<file path="config.mk">
export PLATFORM = sky130hd
export DESIGN_NAME = tafo_top
export DESIGN_NICKNAME = d
export VERILOG_FILES = /design/src/verilog/tafo_pkg.sv /design/src/verilog/tafo_top.sv
export SDC_FILE = /design/constraint.sdc
export NUM_CORES = 1
export LEC_CHECK = 0
export BUFFER_PORTS_ARGS = -buffer_cell sky130_fd_sc_hd__buf_4
export CORE_MARGIN = 2
export CORE_UTILIZATION = 50
export DETAILED_ROUTE_END_ITERATION = 10
export PLACE_DENSITY = 0.74
export SKIP_CTS_REPAIR_TIMING = 1
export SLEW_MARGIN = 5
export SYNTH_ARGS = -nofsm -noshare
export SYNTH_HDL_FRONTEND = slang
export SYNTH_SLANG_ARGS = --single-unit
</file>
<file path="constraint.sdc">
create_clock -name i_core_clk -period 3.7 [get_ports i_core_clk]
set_input_delay 0.37 -clock i_core_clk [delete_from_list [all_inputs] [get_ports i_core_clk]]
set_output_delay 0.37 -clock i_core_clk [all_outputs]
set_load 0.005 [all_outputs]
</file>
<file path="src/verilog/tafo_pkg.sv">
package tafo_pkg;

  // register indices; byte address on the bus is four times the index
  localparam logic [7:0] OFF_FAN_POLICY = 8'h10;
  localparam logic [7:0] OFF_HYST       = 8'h11;
  localparam logic [7:0] OFF_CRIT_R1    = 8'h6A;
  localparam logic [7:0] OFF_CRIT_LOC   = 8'h6B;
  localparam logic [7:0] OFF_CRIT_R2    = 8'h6C;
  localparam logic [7:0] OFF_MASK1      = 8'h74;
  localparam logic [7:0] OFF_MASK2      = 8'h75;
  localparam logic [7:0] OFF_CFG3       = 8'h78;
  localparam logic [7:0] OFF_TIMER      = 8'h79;
  localparam logic [7:0] OFF_TLIM       = 8'h7A;
  localparam logic [7:0] OFF_OUT_EN     = 8'h7C;
  localparam logic [7:0] OFF_PIN_CFG    = 8'h7D;
  localparam logic [7:0] OFF_ISR2       = 8'h80;
  localparam logic [7:0] OFF_MISC       = 8'h81;

  localparam logic [7:0] RST_REG = 8'h00;

  // field positions
  localparam int TMR_EN_BIT     = 1;  // monitor_config_three
  localparam int FAN_OVERRIDE_BIT_BIT      = 2;  // monitor_config_three
  localparam int MANUAL_OK_BIT  = 3;  // fan_policy_config
  localparam int HYST_OFF_BIT   = 0;  // hysteresis_config
  localparam int OVH_DIS_BIT    = 2;  // pin_and_override_config
  localparam int MAX_DUTY_BIT   = 3;  // pin_and_override_config
  localparam int SEL_LSB        = 0;  // pin_and_override_config [1:0]
  localparam int CH_EN_LSB      = 5;  // channel_output_enable [7:5]
  localparam int MASK1_TMR_BIT  = 0;
  localparam int MASK2_TMR_BIT  = 5;
  localparam int TLIM_FLAG_BIT  = 5;  // interrupt status two
  localparam int OFF64_BIT      = 0;  // misc: offset-64 temperature format
  localparam int HIFREQ_BIT     = 4;  // misc: high pwm frequency
  localparam int LOFREQ_LSB     = 5;  // misc [7:5]: low frequency option

  typedef enum logic [1:0] {
    TAFO_SEL_SPEED = 2'b00,
    TAFO_SEL_OVH   = 2'b01,
    TAFO_SEL_ALERT = 2'b10,
    TAFO_SEL_GPIO  = 2'b11
  } tafo_sel_t;

  localparam logic [7:0] DUTY_FULL    = 8'hFF;
  localparam logic [7:0] OFF64_MIN    = 8'h01;  // -63 in offset-64 code
  localparam logic [7:0] TWOS_MIN     = 8'h80;  // -128 in twos complement

  // timer resolution
  localparam int TIMER_LSB_US = 22760;
  localparam int CLK_MHZ      = 40;
  localparam int TICK_CYC     = TIMER_LSB_US * CLK_MHZ;
  localparam int PRESC_W      = 24;

  typedef struct packed {
    logic [9:0] address;
    logic       read;
    logic       write;
    logic [31:0] writedata;
    logic [3:0] byteenable;
  } tafo_avs_req_t;

  // temperatures: 8-bit code plus two quarter-degree bits
  typedef struct packed {
    logic [2:0][9:0] temp;
    logic            cycle_done;
  } tafo_temp_in_t;

  typedef struct packed {
    logic [2:0][7:0] duty;
    logic [2:0][7:0] max_duty;
    logic            manual;
  } tafo_fan_in_t;

  typedef struct packed {
    logic [7:0] fan_policy;
    logic [7:0] hyst;
    logic [2:0][7:0] crit;
    logic [7:0] mask1;
    logic [7:0] mask2;
    logic [7:0] cfg3;
    logic [7:0] tlim;
    logic [7:0] out_en;
    logic [7:0] pin_cfg;
    logic [7:0] misc;
    logic       isr_flag;
    logic [1:0] ded_sync;
    logic [1:0] sh_sync;
    logic       seen;
    logic [7:0] units;
    logic [PRESC_W-1:0] presc;
    logic [2:0] ovh_ch;
    logic [2:0][7:0] duty;
    logic       ack;
    logic [31:0] rdata;
  } tafo_state_t;

endpackage

</file>
<file path="src/verilog/tafo_top.sv">
`timescale 1ns/1ps

// Notes on behaviour
// timer monitoring only with config three bit1
// shared pin overheat needs enable bit too
// override drives running fans full while asserted
// override clear leaves fan duty untouched
// per-pin mask bit suppresses timer alert
// zero limit alerts on first assertion
// pull line low above limit plus quarter
// hold low until temperature at/below limit
// low at least one monitoring cycle
// three critical limits at consecutive offsets
// per-channel output enables, bits five to seven
// very low limit disables that channel
// hysteresis config bit0 turns hysteresis off
// hysteresis on plus disable: no pull
// hysteresis off plus disable: still pulls
// manual mode boosts only with policy bit3
// bit3 selects full or maximum duty
// disable bit stops fan drive changes
// pwm frequency: low options or high
// three drives, third also serves fourth fan
// shared pin select encodes four functions
// timer accumulates, clears on read, saturates
// bit0 first assertion, then 22.76 ms steps
// timer above limit sets flag, alerts
// overheat output open drain, pulls low only
module tafo_top #(
  parameter int TICK_CYCLES = tafo_pkg::TICK_CYC
) (
  input  wire logic                    i_core_clk,
  input  wire logic                    i_rst,
  input  wire tafo_pkg::tafo_avs_req_t i_avs,
  output logic                         o_avs_waitrequest,
  output logic [31:0]                  o_avs_readdata,
  input  wire logic                    i_ovh_ded,
  output logic                         o_ovh_ded_o,
  output logic                         o_ovh_ded_oe,
  input  wire logic                    i_shared_pin,
  output logic                         o_shared_pin_o,
  output logic                         o_shared_pin_oe,
  input  wire tafo_pkg::tafo_temp_in_t i_temp,
  input  wire tafo_pkg::tafo_fan_in_t  i_fan,
  output logic [2:0][7:0]              o_fan_duty,
  output logic                         o_timer_alert,
  output logic                         o_fourth_speed_input,
  output logic                         o_pwm_high_freq,
  output logic [2:0]                   o_pwm_low_sel
);
  import tafo_pkg::*;

  if (TICK_CYCLES < 1 || TICK_CYCLES >= (1 << PRESC_W)) begin : g_chk
    $error("TICK_CYCLES out of range");
  end

  localparam logic [PRESC_W-1:0] TICK_LAST = PRESC_W'(TICK_CYCLES - 1);

  tafo_state_t s;
  tafo_state_t next_s;

  logic       req;
  logic       take;
  logic [7:0] idx;
  logic       ded_on;
  logic       sh_on;
  logic       line_act;
  logic       rd_timer;
  logic [7:0] timer_val;
  logic       drv_ok;
  logic       ovh_any;
  logic       fan_override_bit_ok;
  logic       alert_masked;
  tafo_sel_t  sel;

  ////////////////////////////////////////////////////////////////////////////

  function automatic logic is_off64(input logic [7:0] misc);
    return misc[OFF64_BIT];
  endfunction

  // limits at the bottom of the range switch the channel off
  function automatic logic ch_disabled(input logic [7:0] lim, input logic off64);
    if (off64) begin
      return lim <= OFF64_MIN;
    end
    return lim == TWOS_MIN;
  endfunction

  // true once the reading is at least a quarter degree above the limit
  function automatic logic over_limit(input logic [9:0] t, input logic [7:0] lim,
                                      input logic off64);
    if (off64) begin
      return t > {lim, 2'b00};
    end
    return $signed(t) > $signed({lim, 2'b00});
  endfunction

  ////////////////////////////////////////////////////////////////////////////

  assign req  = i_avs.read | i_avs.write;
  assign take = req & s.ack;
  assign idx  = i_avs.address[9:2];
  assign sel  = tafo_sel_t'(s.pin_cfg[SEL_LSB +: 2]);

  assign ded_on   = s.cfg3[TMR_EN_BIT];
  assign sh_on    = s.cfg3[TMR_EN_BIT] & (sel == TAFO_SEL_OVH);
  assign line_act = (ded_on & ~s.ded_sync[1]) | (sh_on & ~s.sh_sync[1]);
  assign rd_timer = take & i_avs.read & (idx == OFF_TIMER);

  // before the first step bit0 only records that an assertion was seen
  assign timer_val = (s.units == 8'h00) ? {7'h00, s.seen} : s.units;

  // the disable bit only holds the pin while hysteresis is on
  assign drv_ok  = ~(s.pin_cfg[OVH_DIS_BIT] & ~s.hyst[HYST_OFF_BIT]);
  assign ovh_any = |s.ovh_ch;

  assign fan_override_bit_ok = s.cfg3[FAN_OVERRIDE_BIT_BIT] & ~s.pin_cfg[OVH_DIS_BIT]
                  & (~i_fan.manual | s.fan_policy[MANUAL_OK_BIT]);

  assign alert_masked = (ded_on & s.mask1[MASK1_TMR_BIT])
                      | (sh_on & s.mask2[MASK2_TMR_BIT]);

  always_comb begin
    next_s = s;
    next_s.ded_sync = {s.ded_sync[0], i_ovh_ded};
    next_s.sh_sync  = {s.sh_sync[0], i_shared_pin};

    // one wait cycle per access keeps the read mux off the bus path
    next_s.ack = req & ~s.ack;
    if (i_avs.read & ~s.ack) begin
      unique case (idx)
        OFF_FAN_POLICY: next_s.rdata = {24'h000000, s.fan_policy};
        OFF_HYST:       next_s.rdata = {24'h000000, s.hyst};
        OFF_CRIT_R1:    next_s.rdata = {24'h000000, s.crit[0]};
        OFF_CRIT_LOC:   next_s.rdata = {24'h000000, s.crit[1]};
        OFF_CRIT_R2:    next_s.rdata = {24'h000000, s.crit[2]};
        OFF_MASK1:      next_s.rdata = {24'h000000, s.mask1};
        OFF_MASK2:      next_s.rdata = {24'h000000, s.mask2};
        OFF_CFG3:       next_s.rdata = {24'h000000, s.cfg3};
        OFF_TIMER:      next_s.rdata = {24'h000000, timer_val};
        OFF_TLIM:       next_s.rdata = {24'h000000, s.tlim};
        OFF_OUT_EN:     next_s.rdata = {24'h000000, s.out_en};
        OFF_PIN_CFG:    next_s.rdata = {24'h000000, s.pin_cfg};
        OFF_ISR2:       next_s.rdata = {24'h000000, 2'b00, s.isr_flag, 5'h00};
        OFF_MISC:       next_s.rdata = {24'h000000, s.misc};
        default:        next_s.rdata = 32'h00000000;
      endcase
    end

    if (take & i_avs.write & i_avs.byteenable[0]) begin
      unique case (idx)
        OFF_FAN_POLICY: next_s.fan_policy = i_avs.writedata[7:0];
        OFF_HYST:       next_s.hyst       = i_avs.writedata[7:0];
        OFF_CRIT_R1:    next_s.crit[0]    = i_avs.writedata[7:0];
        OFF_CRIT_LOC:   next_s.crit[1]    = i_avs.writedata[7:0];
        OFF_CRIT_R2:    next_s.crit[2]    = i_avs.writedata[7:0];
        OFF_MASK1:      next_s.mask1      = i_avs.writedata[7:0];
        OFF_MASK2:      next_s.mask2      = i_avs.writedata[7:0];
        OFF_CFG3:       next_s.cfg3       = i_avs.writedata[7:0];
        OFF_TLIM:       next_s.tlim       = i_avs.writedata[7:0];
        OFF_OUT_EN:     next_s.out_en     = i_avs.writedata[7:0];
        OFF_PIN_CFG:    next_s.pin_cfg    = i_avs.writedata[7:0];
        OFF_MISC:       next_s.misc       = i_avs.writedata[7:0];
        default:        next_s.misc       = s.misc;
      endcase
    end

    // accumulating timer; a read restarts it but keeps a live assertion
    if (rd_timer) begin
      next_s.seen  = line_act;
      next_s.units = 8'h00;
      next_s.presc = '0;
    end else if (line_act) begin
      next_s.seen = 1'b1;
      if (s.presc == TICK_LAST) begin
        next_s.presc = '0;
        if (s.units != 8'hFF) begin
          next_s.units = s.units + 8'h01;
        end
      end else begin
        next_s.presc = s.presc + PRESC_W'(1);
      end
    end

    // flag clears on its own read, but a same-cycle set wins
    if (take & i_avs.read & (idx == OFF_ISR2)) begin
      next_s.isr_flag = 1'b0;
    end
    if (timer_val > s.tlim) begin
      next_s.isr_flag = 1'b1;
    end

    // each channel is judged once per monitoring cycle, so a trip lasts at least one
    if (i_temp.cycle_done) begin
      for (int i = 0; i < 3; i++) begin
        next_s.ovh_ch[i] = s.out_en[CH_EN_LSB + i]
                         & ~ch_disabled(s.crit[i], is_off64(s.misc))
                         & over_limit(i_temp.temp[i], s.crit[i], is_off64(s.misc));
      end
    end

    // idle fans are left idle; only a running fan is pushed up
    for (int i = 0; i < 3; i++) begin
      if (line_act & fan_override_bit_ok & (i_fan.duty[i] != 8'h00)) begin
        next_s.duty[i] = s.pin_cfg[MAX_DUTY_BIT] ? i_fan.max_duty[i] : DUTY_FULL;
      end else begin
        next_s.duty[i] = i_fan.duty[i];
      end
    end

    if (i_rst) begin
      next_s          = '0;
      next_s.ded_sync = 2'b11;
      next_s.sh_sync  = 2'b11;
      next_s.cfg3     = RST_REG;
    end
  end

  always_ff @(posedge i_core_clk) begin
    s <= next_s;
  end

  ////////////////////////////////////////////////////////////////////////////

  assign o_avs_waitrequest = req & ~s.ack;
  assign o_avs_readdata    = s.rdata;

  // open drain: the data pin is always low, only the enable moves
  assign o_ovh_ded_o     = 1'b0;
  assign o_ovh_ded_oe    = ded_on & drv_ok & ovh_any;
  assign o_shared_pin_o  = 1'b0;
  assign o_shared_pin_oe = (sh_on & drv_ok & ovh_any)
                         | ((sel == TAFO_SEL_ALERT) & o_timer_alert);

  assign o_timer_alert        = s.isr_flag & ~alert_masked;
  assign o_fan_duty           = s.duty;
  assign o_fourth_speed_input = (sel == TAFO_SEL_SPEED) & s.sh_sync[1];
  assign o_pwm_high_freq      = s.misc[HIFREQ_BIT];
  assign o_pwm_low_sel        = s.misc[LOFREQ_LSB +: 3];
endmodule

</file>
## Word-level counts from Yosys, hierarchy flattened

Index checks and enable logic that the tools add are counted.

- Add/subtract/negate cells: 2
- Muxes and demuxes: 35
- Magnitude comparators: 10
- Reduce and logical (&&, ||, !) cells: 22
- Bitwise gates (word level): 49
- Equality and inequality tests: 21

Operators by type and width:

| operator | count |
|---|---|
| 8-bit one-hot mux with 14 select lines | 1 |
| 8-bit by 7-bit equality test with 1-bit output (second input constant) | 10 |
| 8-bit 2-to-1 mux | 9 |
| 33-bit 2-to-1 mux | 2 |
| 10-bit > comparator | 6 |
| 8-bit equality test (second input constant) | 5 |
| 1-bit AND | 33 |
| 24-bit by 1-bit adder with 24-bit output (second input constant) | 1 |
| 24-bit by 20-bit equality test with 1-bit output (second input constant) | 1 |
| 8-bit by 1-bit <= comparator with 1-bit output (second input constant) | 3 |
| 24-bit 2-to-1 mux | 1 |
| 2-bit AND reduction | 12 |
| 8-bit nonzero test | 3 |
| 1-bit 2-to-1 mux | 22 |
| 8-bit by 5-bit equality test with 1-bit output (second input constant) | 2 |
| 1-bit inverter | 11 |
| 8-bit by 1-bit adder with 8-bit output (second input constant) | 1 |
| 8-bit > comparator | 1 |
| 8-bit zero test | 1 |
| 8-bit != test (second input constant) | 1 |
| 1-bit OR | 5 |
| 2-bit nonzero test | 2 |
| 3-bit AND reduction | 1 |
| 3-bit OR reduction | 1 |
| other kinds (4) | 4 |

- Register bits after elaboration: 194
- Logic and storage cells: 163
- Output and inout port bits: 67
- Input bits: 132

## Depth between registers and ports, before layout

Gate-level depths: netlist of run 1.

- Depth after elaboration: 8
- Mapped depth: 11
- Depth with buffers taken out: 11

## Worst setup path after synthesis of run 1

OpenSTA, ideal clock, no wires.

- Path kind: register to register
- From: reg s[106] (netlist name)
- To: reg s[88] (netlist name)
- Path buffers: 1
- Slack: 1.333 ns
- Required time: 3.630 ns
- Arrival: 2.297 ns
- Stages on the path, launching flop included: 7
- Clock period less this slack: 2.367 ns
- Library setup time: 0.070 ns
- Path through: dfxtp_1 > or3b_1 > buf_2 > a2111o_1 > or3_4 > or4_1 > a21oi_1

- Cells in the longest elaborated chain, start to end: 5

RTL lines:

| element | RTL line | text |
|---|---|---|
| start: declaration | tafo_top.sv:59 | `tafo_state_t s;` |
| start signal: assignment | tafo_top.sv:221 | `s <= next_s;` |
| 2-bit by 1-bit equality test with 1-bit output | tafo_top.sv:107 | `assign sh_on = s.cfg3[TMR_EN_BIT] & (sel == TAFO_SEL_OVH);` |
| 1-bit AND | tafo_top.sv:107 |  |
| 1-bit AND | tafo_top.sv:108 | `assign line_act = (ded_on & ~s.ded_sync[1]) \| (sh_on & ~s.sh_sync[1]);` |
| 1-bit OR | tafo_top.sv:108 |  |
| 3-bit AND reduction (no source line) | - |  |

No other way between the ends.
A chain may end at the register's enable or synchronous reset.

## Worst setup path in the final report of run 1

- From: reg s[106] (netlist name)
- To: reg s[67] (netlist name)

- Cells in the longest elaborated chain, start to end: 4

RTL lines:

| element | RTL line |
|---|---|
| 2-bit by 1-bit equality test with 1-bit output | tafo_top.sv:107 |
| 1-bit AND | tafo_top.sv:107 |
| 1-bit AND | tafo_top.sv:108 |
| 1-bit OR | tafo_top.sv:108 |

No other way between the ends.

==> impl_metrics.ini, run 1 <==
[status]
status = completed

[clock_network]
cts_num_sinks = 170
cts_htree_levels = 4
clock-root-buffer = clkbuf_16
numCtsBuffers = 17
clkTransAtPathRegs_ns = 0.07
cts_tree = done
cts.path.max_buffers = 2
clk_latency_ns = 0.44

[floorplanning]
die_area_mm2 = 0.01968
die_h_um = 140.3
rows = 49
coreArea_mm2 = 0.01809
initial_core_util_pct = 51.36
pin_count = 199
die_w_um = 140.3

[logic_synthesis]
synth_seq_cells = 170
synth_common_cells = dfxtp_1 (170), nor2_1 (117), nand2_1 (109), mux2i_1 (79), a21oi_1 (77)
synthesis.area_mm2 = 0.009289
ys_warn_count = 0
syn_area_per_cell_um2 = 8.264
synthCells = 1124
synthFlopType = dfxtp_1
synth_top_area_cell = dfxtp_1
yosysMostFrequentCell = dfxtp_1
synth_edf_count = 0
synth_top_area_share_pct = 36.64
yosysSeqAreaShare_pct = 36.64
yosysUniqueCellTypes = 70
synth_area_leaders = dfxtp_1 (37%), mux2i_1 (8.5%), buf_4 (4.9%)
async_reset_ff_share_pct = 0

[worst_hold_path]
hold_depth = 2
min-delay-start = i_ovh_ded
hold_path.class = primary input to flop

[sta]
rsz0062_at_grt = false
finalSetupViolCount = 0
fin_crit_sh_pct = 73.96
clock-skew-final_ns = 0.01109
final_max_slew_viol_count = 0
slew_headroom_pct = 28.36
final-hold-violation-count = 0
clock.fmax_ghz = 0.3654
worst_pin_slew_ns = 1.073
min_period_ns = 2.737
fin_tns_setup_ns = 0

[routing]
drtAntennaViolNets = 0
drt_pass1_iterations = 6
wl_mm = 26.49
wl_per_cell_um = 18.45
drcViolationCount = 0
routed_via_density = 5.847
dr.first_iter.drc_count = 799
num_vias = 8396

[setup_path]
end_kind = flop
r2r_start = s[106]
critPathArrivalTime_ns = 3.03
cp-start-kind = flop
critPathLaunch = s[106]
critical_path_class = flop to flop
path_max_fanout = 23
r2r_cells = 5
crit_required_ns = 4.00

[final_layout]
area_growth_pct = 15.56
layout-drive-gt1-share_pct = 17.48
diodes = 0
stdcell_count = 1436
nNetsFinal = 1361

[power_and_ir_drop]
leakagePower_nw = 4.393
ir_drop_uv = 336.5
powerDensity_mw_per_mm2 = 380.3

[place]
io_buffers = 143
routabilityCongestion = 0.9307
dp_cells = 1404
hpwl_mm = 18.96

[grt]
grt.total_usage_pct = 26.61
grt_max_degree = 59
grt_pass1_wl_mm = 41.39
grt-ovfl-total = 0
grt_pass1_vias = 7753
antenna_found_initial = 0

[run]
cap_violations = 0
==> through the flow <==
step	utilization (%)	hold slack (ns)	instance area (um^2)	power (mW)	setup WS, ns
floorplan	-	0.3895	9383	2.080	1.333
global placement	55.90	0.3933	10110	2.206	0.9863
detailed placement	55.90	0.3981	10110	2.210	0.9585
CTS	59.35	0.1102	10730	4.092	0.9558
global route	59.35	0.1046	10730	4.200	0.7607
finish	59.35	0.1109	10730	4.082	0.9634
==> layout make-up <==
cell class | count | area, um^2
clock inverters | 13 | 190.2
inverters | 41 | 153.9
flip-flops and latches | 170 | 3403
well taps | 229 | 286.5
clock buffers | 19 | 432.9
repair buffers | 156 | 1171
fillers | 1622 | 7352
multi-input cells | 808 | 5096
==> worst max-delay path, stage by stage (launching register included) <==
cell	delay, ns
dfxtp_1	0.40
or3b_1	0.49
a2111o_1	0.51
or3_4	0.48
nand2_1	0.59
nor2_1	0.12
==> cells in the final DEF, fill, tap and decap left out, types with 11 or more instances in the layout <==
cell type,n
dfxtp_1,170
buf_4,156
nor2_1,117
nand2_1,109
mux2i_1,79
a21oi_1,77
nand3_1,56
inv_1,41
o21ai_0,37
ha_1,35
conb_1,26
nor3_1,22
nor2b_1,21
nand4_1,18
xor2_1,18
clkbuf_16,17
nor4_1,15
mux2_2,13
a31oi_1,11
a22oi_1,11
==> report_power, final <==
group | switching (mW) | leakage, nW | internal (mW)
combinational | 0.181 | 2.72 | 0.138
clock | 0.772 | 0.296 | 1.14
sequential | 0.00722 | 1.38 | 1.85
total | 0.960 | 4.39 | 3.12
==> final timing paths <==
| kind | slack [ns] | end |
|---|---|---|
| worst min register to register | 0.40 | s[94] |
| worst max register to register | 0.96 | s[67] |
| worst max-delay path | 0.96 | s[67] |
| worst min-delay path | 0.11 | s[95] |
==> kinds of logic after synthesis <==
family / count (synthesis) / synth area share [%]
buffers and inverters: 171 / 9.510
and+or+nand+nor: 425 / 22.60
adders and majority gates: 35 / 4.714
AOI/OAI and AO/OA: 207 / 14.24
xor gates and xnor gates: 23 / 2.169
other: 1 / 0.04037
muxes: 92 / 10.09
DFF: 170 / 36.64
==> flip-flops by register name (all words and copies together), names as in the netlist <==
signal and flops:
ded_on 1, o_avs_readdata 8, o_fan_duty 24, o_pwm_high_freq 1, o_pwm_low_sel 3, s 133
==> layer usage <==
layer / track usage, % / part of all wire (%) / vias to the layer above
met4: 8.028 / 2.4 / 0
met5: 0 / 0 / -
met1: 34.52 / 41 / 3943
met2: 44.53 / 47 / 386
li1: - / - / 4017
met3: 5.778 / 9.2 / 50
Note: power is estimated with default switching activity, not from simulation.
==> run 2: changes to the inputs <==
- PLACE_DENSITY: 0.74 -> 0.77
- clock period: 3.7 -> 2.2 ns (I/O delays scaled with it)
==> run 2 against run 1 <==
Against the previous run:
- total power up 68%
- largest cell class unchanged
- largest power group unchanged
- critical path depth unchanged
- worst setup slack worse by 0.91 ns
- critical endpoint is now s[87]
- critical path type unchanged
==> impl_metrics.ini, run 2 (synthesis gave the netlist of run 1 again) <==
[setup_path]
cp-start-kind = flop
path_max_fanout = 9
crit_required_ns = 2.57
slowest_delay_ns = 0.42
slowest_stage = or3b_4
crit_chain = or3b_4, a2111o_1, or3_4, or4_1, a21oi_1
critPathArrivalTime_ns = 2.52
end_kind = flop
critical_path_class = flop to flop

[clock_network]
cts.path.max_buffers = 2
clkTransAtPathRegs_ns = 0.07
cts_htree_levels = 4
clock-root-buffer = clkbuf_16
clk_latency_ns = 0.44
numCtsBuffers = 17
cts_num_sinks = 170
cts_tree = done

[status]
status = completed

[sta]
worst_pin_slew_ns = 0.6544
slew_headroom_pct = 56.04
fin_crit_sh_pct = 97.48
fin_tns_setup_ns = 0
min_period_ns = 2.145
final_max_slew_viol_count = 0
clock.fmax_ghz = 0.4663
rsz0062_at_grt = true
final-hold-violation-count = 0
clock-skew-final_ns = 0.008693
finalSetupViolCount = 0

[routing]
drt_pass1_iterations = 8
num_vias = 8744
wl_per_cell_um = 18.57
drtAntennaViolNets = 0
dr.first_iter.drc_count = 914
routed_via_density = 5.868
drcViolationCount = 0
wl_mm = 27.66

[final_layout]
stdcell_count = 1490
diodes = 0
final_common_cell = buf_4
regMostFlops = s
layout_common_cells = buf_4 (206), dfxtp_1 (168), nor2_1 (117)
largest_reg_flops = 133
nNetsFinal = 1415
layout-drive-gt1-share_pct = 21.57
area_growth_pct = 20.60

[grt]
grt_pass1_wl_mm = 42.91
antenna_found_initial = 0
grt_max_degree = 46
grt.total_usage_pct = 27.58
grt-ovfl-total = 0
grt_pass1_vias = 8104

[power_and_ir_drop]
clkPwrFrac_pct = 46.0
powerDensity_mw_per_mm2 = 611.7
ir_drop_uv = 649.1
power.switching_mw = 1.662
leakagePower_nw = 4.696
p_int_mw = 5.191
pwr-share-seq_pct = 45.5
swShare_pct = 24.25
power_frac_comb_pct = 8.5

[floorplanning]
die_h_um = 140.3
die_w_um = 140.3
die_area_mm2 = 0.01968
rows = 49
pin_count = 199
coreArea_mm2 = 0.01809
initial_core_util_pct = 51.36

[place]
io_buffers = 143
dp_cells = 1454
routabilityCongestion = 0.9465
hpwl_mm = 19.88

[run]
cap_violations = 0

[worst_hold_path]
hold_path.class = primary input to flop
-- run 2: cell count changes in the layout (fill, tap and decap cells not counted), sizes merged --
cell         change
clkbuf           +1
bufinv           -1
dlygate4sd3      +2
clkinvlp         -1
buf             +51
clkinv           +2
-- run 2: routing by layer --
metal | GRT usage (%) | routed length (um) | share of wire, % | vias to the layer above
met3 | 4.752 | 2304 | 8.3 | 63
met4 | 9.091 | 708 | 2.6 | 0
met5 | 0 | 0 | 0 | -
li1 | - | - | - | 4130
met2 | 45.79 | 12780 | 46 | 427
met1 | 36.57 | 11870 | 43 | 4124
-- run 2: worst max-delay path: cells and delay by family, from the launching register on --
family,cells,cell delay (ns)
DFF,1,0.32
and+or+nand+nor,3,1.21
AOI/OAI and AO/OA,2,0.55
-- run 2: area by class of cell --
| type | count | area [um^2] |
|---|---|---|
| clock buffer | 19 | 442.9 |
| clock inverter | 13 | 163.9 |
| fill | 1535 | 6884 |
| inverter | 41 | 153.9 |
| multi-input combinational | 808 | 5137 |
| sequential | 170 | 3406 |
| tap | 229 | 286.5 |
| timing repair buffer | 210 | 1612 |
-- run 2: through the flow --
stage / area [um^2] / power, mW / setup WS (ns) / hold WS (ns) / util, %
floorplan: 9385 / 3.498 / 0.01684 / 0.3238 / -
detailed placement: 10500 / 3.745 / -0.06692 / 0.3963 / 58.06
global route: 11200 / 7.024 / -0.01425 / 0.03135 / 61.94
CTS: 11110 / 6.821 / -0.08967 / -0.03005 / 61.42
finish: 11200 / 6.853 / 0.05544 / 0.02959 / 61.94
global placement: 10500 / 3.738 / 0.05789 / 0.3955 / 58.06
-- run 2: final timing paths --
check | from | end | slack [ns] | cells after the start
setup / recovery | s[107] | s[87] | 0.06 | 5
hold / removal | i_fan[27] | o_fan_duty[2] | 0.03 | 3
setup reg to reg | s[107] | s[87] | 0.06 | 5
hold reg to reg | s[93] | s[94] | 0.41 | 1
-- run 2: power groups by stage --
| stage | registers, mW | clock network (mW) | logic [mW] |
|---|---|---|---|
| after global routing | 3.12 | 3.28 | 0.620 |
| final | 3.12 | 3.15 | 0.580 |
| after detailed placement | 3.19 | 0 | 0.556 |
| after global placement | 3.19 | 0 | 0.550 |
| after floorplan | 3.18 | 0 | 0.314 |
| after CTS | 3.12 | 3.14 | 0.558 |
